==> src/sabc_pkg.sv <==
// Package of command codes, bank states and timing counts for the bank engine.
package sabc_pkg;
  // Command codes formed from {ras_n, cas_n, we_n} with chip select low.
  localparam logic [2:0] SABC_CMD_ACT = 3'h3;
  localparam logic [2:0] SABC_CMD_RD = 3'h5;
  localparam logic [2:0] SABC_CMD_WR = 3'h4;
  localparam logic [2:0] SABC_CMD_PRE = 3'h2;
  localparam logic [2:0] SABC_CMD_BST = 3'h6;
  localparam logic [2:0] SABC_CMD_NOP = 3'h7;
  localparam logic [2:0] SABC_CMD_REF = 3'h1;
  localparam logic [2:0] SABC_CMD_LMR = 3'h0;
  // Address bit that carries the auto precharge request.
  localparam int SABC_AP_BIT = 10;
  // Timing figures in nanoseconds and the clock period.
  localparam int SABC_CLK_NS = 10;
  localparam int SABC_PRECHARGE_PERIOD_NS = 20;
  localparam int SABC_ACT_TO_ACCESS_NS = 20;
  localparam int SABC_WRITE_RECOVERY_NS = 15;
  localparam int SABC_SELF_REFRESH_EXIT_NS = 80;
  // Least times round up to whole cycles, never below one.
  localparam int SABC_RP_CYC = (SABC_PRECHARGE_PERIOD_NS + SABC_CLK_NS - 1)
                               / SABC_CLK_NS;
  localparam int SABC_RCD_CYC = (SABC_ACT_TO_ACCESS_NS + SABC_CLK_NS - 1)
                                / SABC_CLK_NS;
  localparam int SABC_WR_CYC = (SABC_WRITE_RECOVERY_NS + SABC_CLK_NS - 1)
                               / SABC_CLK_NS;
  localparam int SABC_XSR_CYC = (SABC_SELF_REFRESH_EXIT_NS + SABC_CLK_NS - 1)
                                / SABC_CLK_NS;
  // Default read latency and burst length in clocks.
  localparam int SABC_READ_LATENCY = 3;
  localparam int SABC_BURST_LEN = 4;
  localparam int SABC_BANKS = 4;
  localparam logic [3:0] SABC_CNT_ZERO = 4'h0;
  // Per bank state, Gray coded along idle, activating, active, burst.
  typedef enum logic [2:0] {
    SABC_IDLE = 3'h0,
    SABC_ACTIVATING = 3'h1,
    SABC_ACTIVE = 3'h3,
    SABC_READ = 3'h2,
    SABC_WRITE = 3'h6,
    SABC_READ_AP = 3'h7,
    SABC_WRITE_AP = 3'h5,
    SABC_PRECHARGING = 3'h4
  } sabc_bank_st_t;
endpackage : sabc_pkg

==> src/sabc_fifo.sv <==
// Synchronous valid/ready FIFO that carries read data toward the pins.
`timescale 1ns/1ns
`default_nettype none
module sabc_fifo #(
  parameter int WIDTH = 16,
  parameter int DEPTH = 16
) (
  // Clock and reset.
  input wire logic clk_sys,
  input wire logic reset,
  // Filling side.
  input wire logic in_valid,
  output logic in_ready,
  input wire logic [WIDTH-1:0] in_data,
  // Draining side.
  output logic out_valid,
  input wire logic out_ready,
  output logic [WIDTH-1:0] out_data
);
  localparam int AW = $clog2(DEPTH);
  typedef struct packed {
    logic [AW:0] wr_ptr;
    logic [AW:0] rd_ptr;
  } sabc_fifo_st_t;
  sabc_fifo_st_t st_q;
  sabc_fifo_st_t st_d;
  logic [WIDTH-1:0] mem_q [DEPTH];
  logic full;
  logic empty;

  // Full when pointers differ only in the wrap bit.
  assign empty = (st_q.wr_ptr == st_q.rd_ptr);
  assign full = (st_q.wr_ptr[AW] != st_q.rd_ptr[AW]) &&
                (st_q.wr_ptr[AW-1:0] == st_q.rd_ptr[AW-1:0]);
  assign in_ready = !full;
  assign out_valid = !empty;
  assign out_data = mem_q[st_q.rd_ptr[AW-1:0]];

  // Pointer advance on each accepted push and pop.
  always_comb begin
    st_d = st_q;
    if (in_valid && !full) begin
      st_d.wr_ptr = st_q.wr_ptr + 1'b1;
    end
    if (out_ready && !empty) begin
      st_d.rd_ptr = st_q.rd_ptr + 1'b1;
    end
  end

  // Pointer registers.
  always_ff @(posedge clk_sys or posedge reset) begin
    if (reset) begin
      st_q <= '0;
    end else begin
      st_q <= st_d;
    end
  end

  // Storage array, written without reset.
  always_ff @(posedge clk_sys) begin
    if (in_valid && !full) begin
      mem_q[st_q.wr_ptr[AW-1:0]] <= in_data;
    end
  end
endmodule : sabc_fifo
`default_nettype wire

==> src/sabc_bank_engine.sv <==
// Multi-bank command engine with alternate-bank burst interruption.
// Contract
// - Deselect or no-op leaves banks unchanged.
// - Decode activate, read, write, precharge line levels.
// - Idle after precharge period; active after delay.
// - Plain burst state lasts until end or cut.
// - Auto-precharge state ends after precharge period.
// - Burst terminate hits only a bank in a plain burst.
// - Both auto-precharge variants interrupt alike.
// - Cut auto-precharge burst precharges itself.
// - Other-bank precharge leaves burst running.
// - Read-after-read switches data after read latency.
// - Write ends read burst when registered.
// - Read ends write; last data clock before.
// - Write ends write; last data clock before.
// - Read cuts read-AP; precharge starts then.
// - Write cuts read-AP; precharge starts then.
// - Read cuts write-AP; recovery then precharge.
// - Write cuts write-AP; recovery then precharge.
`timescale 1ns/1ns
`default_nettype none
module sabc_bank_engine
  import sabc_pkg::*;
#(
  parameter int DATA_W = 16,
  parameter int FIFO_DEPTH = 16,
  parameter int BURST_LEN = sabc_pkg::SABC_BURST_LEN,
  parameter int READ_LATENCY = sabc_pkg::SABC_READ_LATENCY
) (
  // Clock and reset.
  input wire logic clk_sys,
  input wire logic reset,
  // Command pins.
  input wire logic cke,
  input wire logic cs_n,
  input wire logic ras_n,
  input wire logic cas_n,
  input wire logic we_n,
  input wire logic [1:0] bank_addr,
  input wire logic [11:0] addr,
  input wire logic self_refresh_exit,
  // Data pins.
  input wire logic [DATA_W-1:0] dq_in,
  input wire logic dqm,
  output logic [DATA_W-1:0] dq_out,
  output logic dq_oe,
  // Storage side: write words leave here, read words arrive here.
  output logic wr_valid,
  output logic [1:0] wr_bank,
  output logic [DATA_W-1:0] wr_data,
  input wire logic [DATA_W-1:0] rd_word,
  // State view per bank and error flag.
  output logic [3*SABC_BANKS-1:0] bank_state,
  output logic illegal_cmd
);
  import sabc_pkg::*;

  localparam int LW = 4;
  localparam logic [LW-1:0] RP_C = LW'(SABC_RP_CYC);
  localparam logic [LW-1:0] RCD_C = LW'(SABC_RCD_CYC);
  localparam logic [LW-1:0] WR_C = LW'(SABC_WR_CYC);
  localparam logic [LW-1:0] BL_C = LW'(BURST_LEN);
  localparam logic [LW-1:0] XSR_C = LW'(SABC_XSR_CYC);

  typedef struct packed {
    sabc_bank_st_t st;
    logic [LW-1:0] timer;   // Precharge, activate or recovery countdown.
    logic [LW-1:0] left;    // Burst words remaining.
    logic rec;              // Write recovery running before precharge.
  } sabc_bank_t;

  typedef struct packed {
    sabc_bank_t [SABC_BANKS-1:0] bank;
    logic cke_prev;
    logic [LW-1:0] xsr;
    logic [READ_LATENCY-1:0] rd_pipe; // Read word slots in flight.
    logic [DATA_W-1:0] dq_out;
    logic dq_oe;
    logic wr_valid;
    logic [1:0] wr_bank;
    logic [DATA_W-1:0] wr_data;
    logic [3*SABC_BANKS-1:0] view;
    logic illegal;
  } sabc_state_t;

  sabc_state_t s_q;
  sabc_state_t s_d;
  logic fifo_in_ready;
  logic fifo_out_valid;
  logic [DATA_W-1:0] fifo_out_data;

  // Returns true when the bank holds a burst of any kind.
  function automatic logic sabc_bursting(input sabc_bank_st_t st);
    return st == SABC_READ || st == SABC_WRITE ||
           st == SABC_READ_AP || st == SABC_WRITE_AP;
  endfunction : sabc_bursting

  // Returns true when the bank holds a write burst of any kind with words still left.
  function automatic logic sabc_writing(input sabc_bank_t b);
    return (b.st == SABC_WRITE || b.st == SABC_WRITE_AP) &&
           b.left != SABC_CNT_ZERO;
  endfunction : sabc_writing

  // Read data leaves through the buffer; a full buffer drops a word.
  // The drain side is always ready, so the buffer only fills when the
  // read slots outrun the drain, which a legal command stream cannot do.
  // A user who stalls the drain must size the depth to cover a burst.
  sabc_fifo #(
    .WIDTH(DATA_W),
    .DEPTH(FIFO_DEPTH)
  ) i_sabc_fifo (
    .clk_sys(clk_sys),
    .reset(reset),
    .in_valid(s_q.rd_pipe[0]),
    .in_ready(fifo_in_ready),
    .in_data(rd_word),
    .out_valid(fifo_out_valid),
    .out_ready(1'b1),
    .out_data(fifo_out_data)
  );

  // Next state: command decode, per bank trackers and data paths.
  // Write data timing follows the command pins directly.
  // The first word of a write burst is registered with the write command
  // itself, so a new write takes its own word at the edge that starts it.
  // The remaining words are taken on the following edges, one per clock,
  // while the burst counter is still running.
  // An interrupting read or write to any bank blocks the old burst's word
  // at the interrupting edge, so the old bank's last word is the one
  // registered on the clock before.
  // The data mask blocks a word at any edge; the burst counter still
  // advances, so a masked word is simply lost, not deferred.
  // Read slots are queued one read latency deep; a write command empties
  // the queue so that no read word meets write data on the bus.
  // Per bank trackers run side by side, and only the bank named by the
  // bank address sees an activate, read, write or precharge; every other bank
  // sees only a burst terminate or the effect of an interrupt on its own burst.
  // Hazard: a refresh or mode load with any bank open is flagged and
  // otherwise ignored, so no bank state is disturbed by it.
  always_comb begin
    logic valid_edge;
    logic sel;
    logic [2:0] cmd;
    logic is_act;
    logic is_rd;
    logic is_wr;
    logic is_pre;
    logic is_bst;
    logic is_glob;
    logic ap;
    logic all_idle;
    logic any_wr;
    logic [1:0] wb;
    valid_edge = 1'b0;
    sel = 1'b0;
    cmd = SABC_CMD_NOP;
    is_act = 1'b0;
    is_rd = 1'b0;
    is_wr = 1'b0;
    is_pre = 1'b0;
    is_bst = 1'b0;
    is_glob = 1'b0;
    ap = 1'b0;
    all_idle = 1'b1;
    any_wr = 1'b0;
    wb = 2'h0;
    s_d = s_q;
    s_d.cke_prev = cke;
    s_d.illegal = 1'b0;
    s_d.wr_valid = 1'b0;
    // Self refresh exit blocks commands until the exit time passes.
    if (self_refresh_exit) begin
      s_d.xsr = XSR_C;
    end else if (s_q.xsr != SABC_CNT_ZERO) begin
      s_d.xsr = s_q.xsr - 1'b1;
    end
    valid_edge = s_q.cke_prev && cke && s_q.xsr == SABC_CNT_ZERO;
    // Deselect and no-op decode to nothing at all.
    sel = valid_edge && !cs_n;
    cmd = {ras_n, cas_n, we_n};
    is_act = sel && cmd == SABC_CMD_ACT;
    is_rd = sel && cmd == SABC_CMD_RD;
    is_wr = sel && cmd == SABC_CMD_WR;
    is_pre = sel && cmd == SABC_CMD_PRE;
    is_bst = sel && cmd == SABC_CMD_BST;
    is_glob = sel && (cmd == SABC_CMD_REF || cmd == SABC_CMD_LMR);
    ap = addr[SABC_AP_BIT];
    // Find the write burst that owns write data this cycle.
    for (int i = 0; i < SABC_BANKS; i++) begin
      if (s_q.bank[i].st != SABC_IDLE) begin
        all_idle = 1'b0;
      end
      if (sabc_writing(s_q.bank[i])) begin
        any_wr = 1'b1;
        wb = 2'(i);
      end
    end
    // Global commands with a bank still open are flagged.
    if (is_glob && !all_idle) begin
      s_d.illegal = 1'b1;
    end
    // Write data is taken only up to the clock before an interrupt.
    if (any_wr && !dqm && !(is_rd || is_wr)) begin
      s_d.wr_valid = 1'b1;
      s_d.wr_bank = wb;
      s_d.wr_data = dq_in;
    end
    // Bank trackers, one per bank.
    for (int i = 0; i < SABC_BANKS; i++) begin
      sabc_bank_t b;
      logic mine;
      b = s_q.bank[i];
      mine = bank_addr == 2'(i);
      if (b.timer != SABC_CNT_ZERO) begin
        b.timer = b.timer - 1'b1;
      end
      if (b.left != SABC_CNT_ZERO) begin
        b.left = b.left - 1'b1;
      end
      // Timed transitions.
      unique case (b.st)
        SABC_ACTIVATING: begin
          if (b.timer == SABC_CNT_ZERO) b.st = SABC_ACTIVE;
        end
        SABC_PRECHARGING: begin
          if (b.timer == SABC_CNT_ZERO) b.st = SABC_IDLE;
        end
        SABC_READ, SABC_WRITE: begin
          if (b.left == SABC_CNT_ZERO) b.st = SABC_ACTIVE;
        end
        SABC_READ_AP, SABC_WRITE_AP: begin
          // Write-AP burst end or cut starts recovery, then precharge; read-AP burst end precharges at once.
          if (b.left == SABC_CNT_ZERO && b.timer == SABC_CNT_ZERO) begin
            if (b.rec || b.st == SABC_READ_AP) begin
              b.st = SABC_PRECHARGING;
              b.timer = RP_C;
              b.rec = 1'b0;
            end else begin
              b.rec = 1'b1;
              b.timer = WR_C;
            end
          end
        end
        default: ;
      endcase
      // Commands aimed at this bank.
      if (mine && is_act) begin
        if (b.st == SABC_IDLE) begin
          b.st = SABC_ACTIVATING;
          b.timer = RCD_C;
        end else begin
          s_d.illegal = 1'b1;
        end
      end else if (mine && (is_rd || is_wr)) begin
        if (b.st == SABC_ACTIVE || b.st == SABC_READ || b.st == SABC_WRITE)
        begin
          b.st = is_rd ? (ap ? SABC_READ_AP : SABC_READ)
                       : (ap ? SABC_WRITE_AP : SABC_WRITE);
          // A write's first word is taken now, so one word fewer remains.
          b.left = is_wr ? BL_C - 1'b1 : BL_C;
          b.rec = 1'b0;
          // The new write's own word goes out with the command edge.
          if (is_wr && !dqm) begin
            s_d.wr_valid = 1'b1;
            s_d.wr_bank = 2'(i);
            s_d.wr_data = dq_in;
          end
        end else begin
          s_d.illegal = 1'b1;
        end
      end else if (mine && is_pre) begin
        if (b.st == SABC_ACTIVE || b.st == SABC_READ || b.st == SABC_WRITE)
        begin
          b.st = SABC_PRECHARGING;
          b.timer = RP_C;
          b.left = SABC_CNT_ZERO;
        end
      end else if ((is_rd || is_wr) && sabc_bursting(b.st)) begin
        // Another bank's burst cuts this one, AP or not alike.
        b.left = SABC_CNT_ZERO;
        unique case (b.st)
          SABC_READ, SABC_WRITE: b.st = SABC_ACTIVE;
          SABC_READ_AP: begin
            b.st = SABC_PRECHARGING;
            b.timer = RP_C;
          end
          default: begin
            b.rec = 1'b1;
            b.timer = WR_C;
          end
        endcase
      end
      // Other-bank precharge does not touch a running burst.
      // Burst terminate stops only a bank holding a plain read or write burst.
      if (is_bst && (b.st == SABC_READ || b.st == SABC_WRITE)) begin
        b.st = SABC_ACTIVE;
        b.left = SABC_CNT_ZERO;
      end
      s_d.bank[i] = b;
      s_d.view[3*i +: 3] = b.st;
    end
    // Read data emerges one read latency after each read slot.
    s_d.rd_pipe = {1'b0, s_q.rd_pipe[READ_LATENCY-1:1]};
    for (int i = 0; i < SABC_BANKS; i++) begin
      if ((s_d.bank[i].st == SABC_READ || s_d.bank[i].st == SABC_READ_AP)
          && s_d.bank[i].left != SABC_CNT_ZERO) begin
        s_d.rd_pipe[READ_LATENCY-1] = 1'b1;
      end
    end
    // A new read replaces the old data, and a write silences it.
    if (is_wr) begin
      s_d.rd_pipe = '0;
    end
    s_d.dq_oe = fifo_out_valid && !dqm;
    s_d.dq_out = fifo_out_data;
  end

  // State register.
  always_ff @(posedge clk_sys or posedge reset) begin
    if (reset) begin
      s_q <= '0;
    end else begin
      s_q <= s_d;
    end
  end

  // Outputs come straight from the state register.
  assign dq_out = s_q.dq_out;
  assign dq_oe = s_q.dq_oe;
  assign wr_valid = s_q.wr_valid;
  assign wr_bank = s_q.wr_bank;
  assign wr_data = s_q.wr_data;
  assign bank_state = s_q.view;
  assign illegal_cmd = s_q.illegal;
endmodule : sabc_bank_engine
`default_nettype wire

==> config.mk <==
export PLATFORM = sky130hd
export DESIGN_NAME = sabc_bank_engine
export DESIGN_NICKNAME = d
export VERILOG_FILES = /design/src/sabc_pkg.sv /design/src/sabc_fifo.sv /design/src/sabc_bank_engine.sv
export SDC_FILE = /design/constraint.sdc
export NUM_CORES = 1
export LEC_CHECK = 0
export ABC_AREA = 1
export BUFFER_PORTS_ARGS = -buffer_cell sky130_fd_sc_hd__buf_2
export CAP_MARGIN = 25
export CORE_MARGIN = 2
export CORE_UTILIZATION = 55
export DETAILED_ROUTE_END_ITERATION = 8
export MAX_ROUTING_LAYER = met4
export PLACE_DENSITY = 0.81
export SLEW_MARGIN = 5
export SYNTH_ARGS = -nofsm -noshare
export SYNTH_HDL_FRONTEND = slang
export SYNTH_SLANG_ARGS = --single-unit
==> constraint.sdc <==
create_clock -name clk_sys -period 2.5 [get_ports clk_sys]
set_input_delay 0 -clock clk_sys [delete_from_list [all_inputs] [get_ports clk_sys]]
set_output_delay 0 -clock clk_sys [all_outputs]
set_load 0.005 [all_outputs]
==> run metrics <==
vias 14040; synth warn 0; Multi-input gate area 6795 um2; initial antenna violation count 0; DR vias/cell 5.673; Synth Flop Type edfxtp_1; Detailed Route Iter0 Violations 1205; Max clock buf depth 3; Hold WS 0.06587 ns; r2r endpoint s_q[51]; Cells after Synth 1719; nets 2112; Die H 183.5 um; Slew Limit Fails 0; Slew HR 0.2333; clk slew on worst S/H paths 0.06 ns; num rows 65; largest net degree at the start of global routing 196; vias in the first global route 14010; Final ANT Viol Nets 0; peak supply drop 0.9646 mV; worst slew pin tran 1.150 ns; register area 10270 um2; boundary pin count 104; synth cell count leaders nand2_1 (264), edfxtp_1 (256), inv_1 (214); post-layout util 0.7141; Post-Route WL 47420 um; most numerous cell in the Yosys netlist nand2_1; I/O Buffers 92; Worst Setup SP s_q[53]; crit-path max FO 9; Synth cell types 57; Leakage 9.866 nW; Final Hold Viols 0; Yosys top cell by area edfxtp_1; flops & latches, synth 359; violated checks negative setup slack; pre-CTS setup slack -0.3303 ns; total global-route track usage 0.2813; Synth top area share 0.4339; RSZ-0062 raised after global routing true; antenna cells 0; First-pass DRT Iterations 6; GR Util met3 0.03843; worst hold-check path type input port to register; CP endpoint kind register; syn_nets 1788; Worst Setup EP s_q[51]; Fin Clk Skew 0.02161 ns; first-pass GRT wire length 72110 um; total negative slack -2.908 ns; layout filler cell count 2031; Final Power 27.13 mW; post-layout minimum cycle time 2.741 ns; sequential area share after synthesis 0.5793; R2R setup slack -0.24 ns; Final WS setup -0.2407 ns; die area 33670 um2; Placed Cells 2318; GR Layer Usage met2 0.4868; routing usage on met1 0.3332; Pwr Density 1201 nW/um2; Area contributors post-synth edfxtp_1 (43%), dfrtp_1 (15%), nand2_1 (5.6%), inv_1 (4.5%), mux2i_1 (3.6%); residual DRC count 0; GPL Wtd Cong 0.8977; final setup vio count 24; GRT busiest layer met2; reg2reg start s_q[53]; critical path required time 2.97 ns; CTS Buf Count 38; Skew-Pair Late Insertion Delay 0.56 ns; Avg Inst Size Synth 10.31 um2; Worst Reg2Reg Path Length in Cells 23; share of layout cells above drive strength 1 0.3382; worst path arrival time 3.21 ns; die width 183.5 um; P&R area growth vs syn 27.51%; Startpoint Class register; final instance area 22590 um2; Maximum Capacitance Violations 0; fmax 364.9 MHz; Initial Utilization 0.5601; Post-synth ARST share 0.2869; non-filler cells, final 2475; EDFF count, synth 256; TritonCTS Sinks 359; H-tree levels 2; dpl cell area 19770 um2; cell area after synthesis 17720 um2; Setup CP Type register to register; dpl hpwl 28770 um; status finished, violations left; routed wire length per instance 19.16 um; period utilization 1.096; Core Box Area 31640 um2; gr ovfl total 0; root buf cell clkbuf_16; CTS tree yes
## what timing repair did
item                                    in CTS  in global routing
hold endpoints to repair                   305                  0
gates cloned                                 2                  0
endpoints found under the setup margin      44                 62
hold buffers                                36                  0
pin swaps                                   27                 73
gates resized for setup                     63                157
buffers inserted                            17                 34
## worst min-delay path by stage
stage / from / to / slack, ns / cells past startpoint
2_1_floorplan: cke / s_q[56] / 0.03 / 0
3_3_place_gp: cke / s_q[56] / 0.12 / 1
3_5_place_dp: cke / s_q[56] / 0.13 / 1
4_1_cts: cas_n / illegal_cmd / 0.03 / 5
5_1_grt: cas_n / illegal_cmd / 0.08 / 5
6_report: cas_n / illegal_cmd / 0.07 / 5
## cell type report
cell class	count	share of cell area
sequential	359	0.4546
inverter	239	0.04087
timing repair buffer	378	0.1249
clock inverter	24	0.01268
tap	402	0.02226
clock buffer	46	0.04386
multi-input combinational	1027	0.3008
## logic make-up after synthesis
kind of cell / count (synthesis) / synth area share
DFF: 359 / 0.5793
AOI/OAI and AO/OA: 305 / 0.09922
adders and majority gates: 14 / 0.009886
and+or+nand+nor: 614 / 0.1756
buffers and inverters: 335 / 0.08163
muxes: 81 / 0.04887
xor gates and xnor gates: 11 / 0.005437
## registers in the layout (all words and copies together), names as in the netlist
| name | cells |
|---|---|
| wr_valid | 1 |
| wr_data | 16 |
| s_q | 45 |
| bank_state | 11 |
| i_sabc_fifo.st_q | 10 |
| dq_oe | 1 |
| i_sabc_fifo.mem_q | 256 |
| illegal_cmd | 1 |
| dq_out | 16 |
| wr_bank | 2 |
## critical path: stages, from the launching register on
cell     delay (ns)
dfrtp_1        0.40
inv_2          0.09
ha_4           0.13
inv_2          0.04
nor2_4         0.10
nand2_2        0.07
inv_2          0.07
nand2_4        0.08
inv_8          0.10
nand2_8        0.10
inv_4          0.16
buf_4          0.19
nand3_1        0.16
nand2_1        0.11
nand3_1        0.09
nand2_2        0.11
nand2_2        0.08
nand2_2        0.07
nand2_2        0.07
a21oi_2        0.16
nand2_2        0.09
nand3_2        0.08
nor2_2         0.03
nor2_1         0.09
## layout by cell type (no fill, tap or decap), types with 36 or more instances in the layout
cell and instances:
edfxtp_1 256, buf_4 233, nand2_1 215, inv_1 182, dfrtp_1 101, o21ai_0 99, buf_2 92, a21oi_1 91
nand3_1 86, nor2_1 84, o211ai_1 68, nand2_2 67, mux2i_1 64, inv_2 49, clkbuf_16 38, dlygate4sd3_1 36
## power breakdown
part           leakage [nW]  switching [mW]  internal [mW]
sequential             3.52           0.714           7.72
combinational          5.73            7.53           5.44
clock                 0.620            2.43           3.30
total                  9.87            10.7           16.5
## routing by layer
layer,part of all wire,routed length [um]
met5,0,0
met4,0.039,1845
met3,0.059,2782
met2,0.51,24350
met1,0.39,18440
Power figures use the tool's default switching activity.
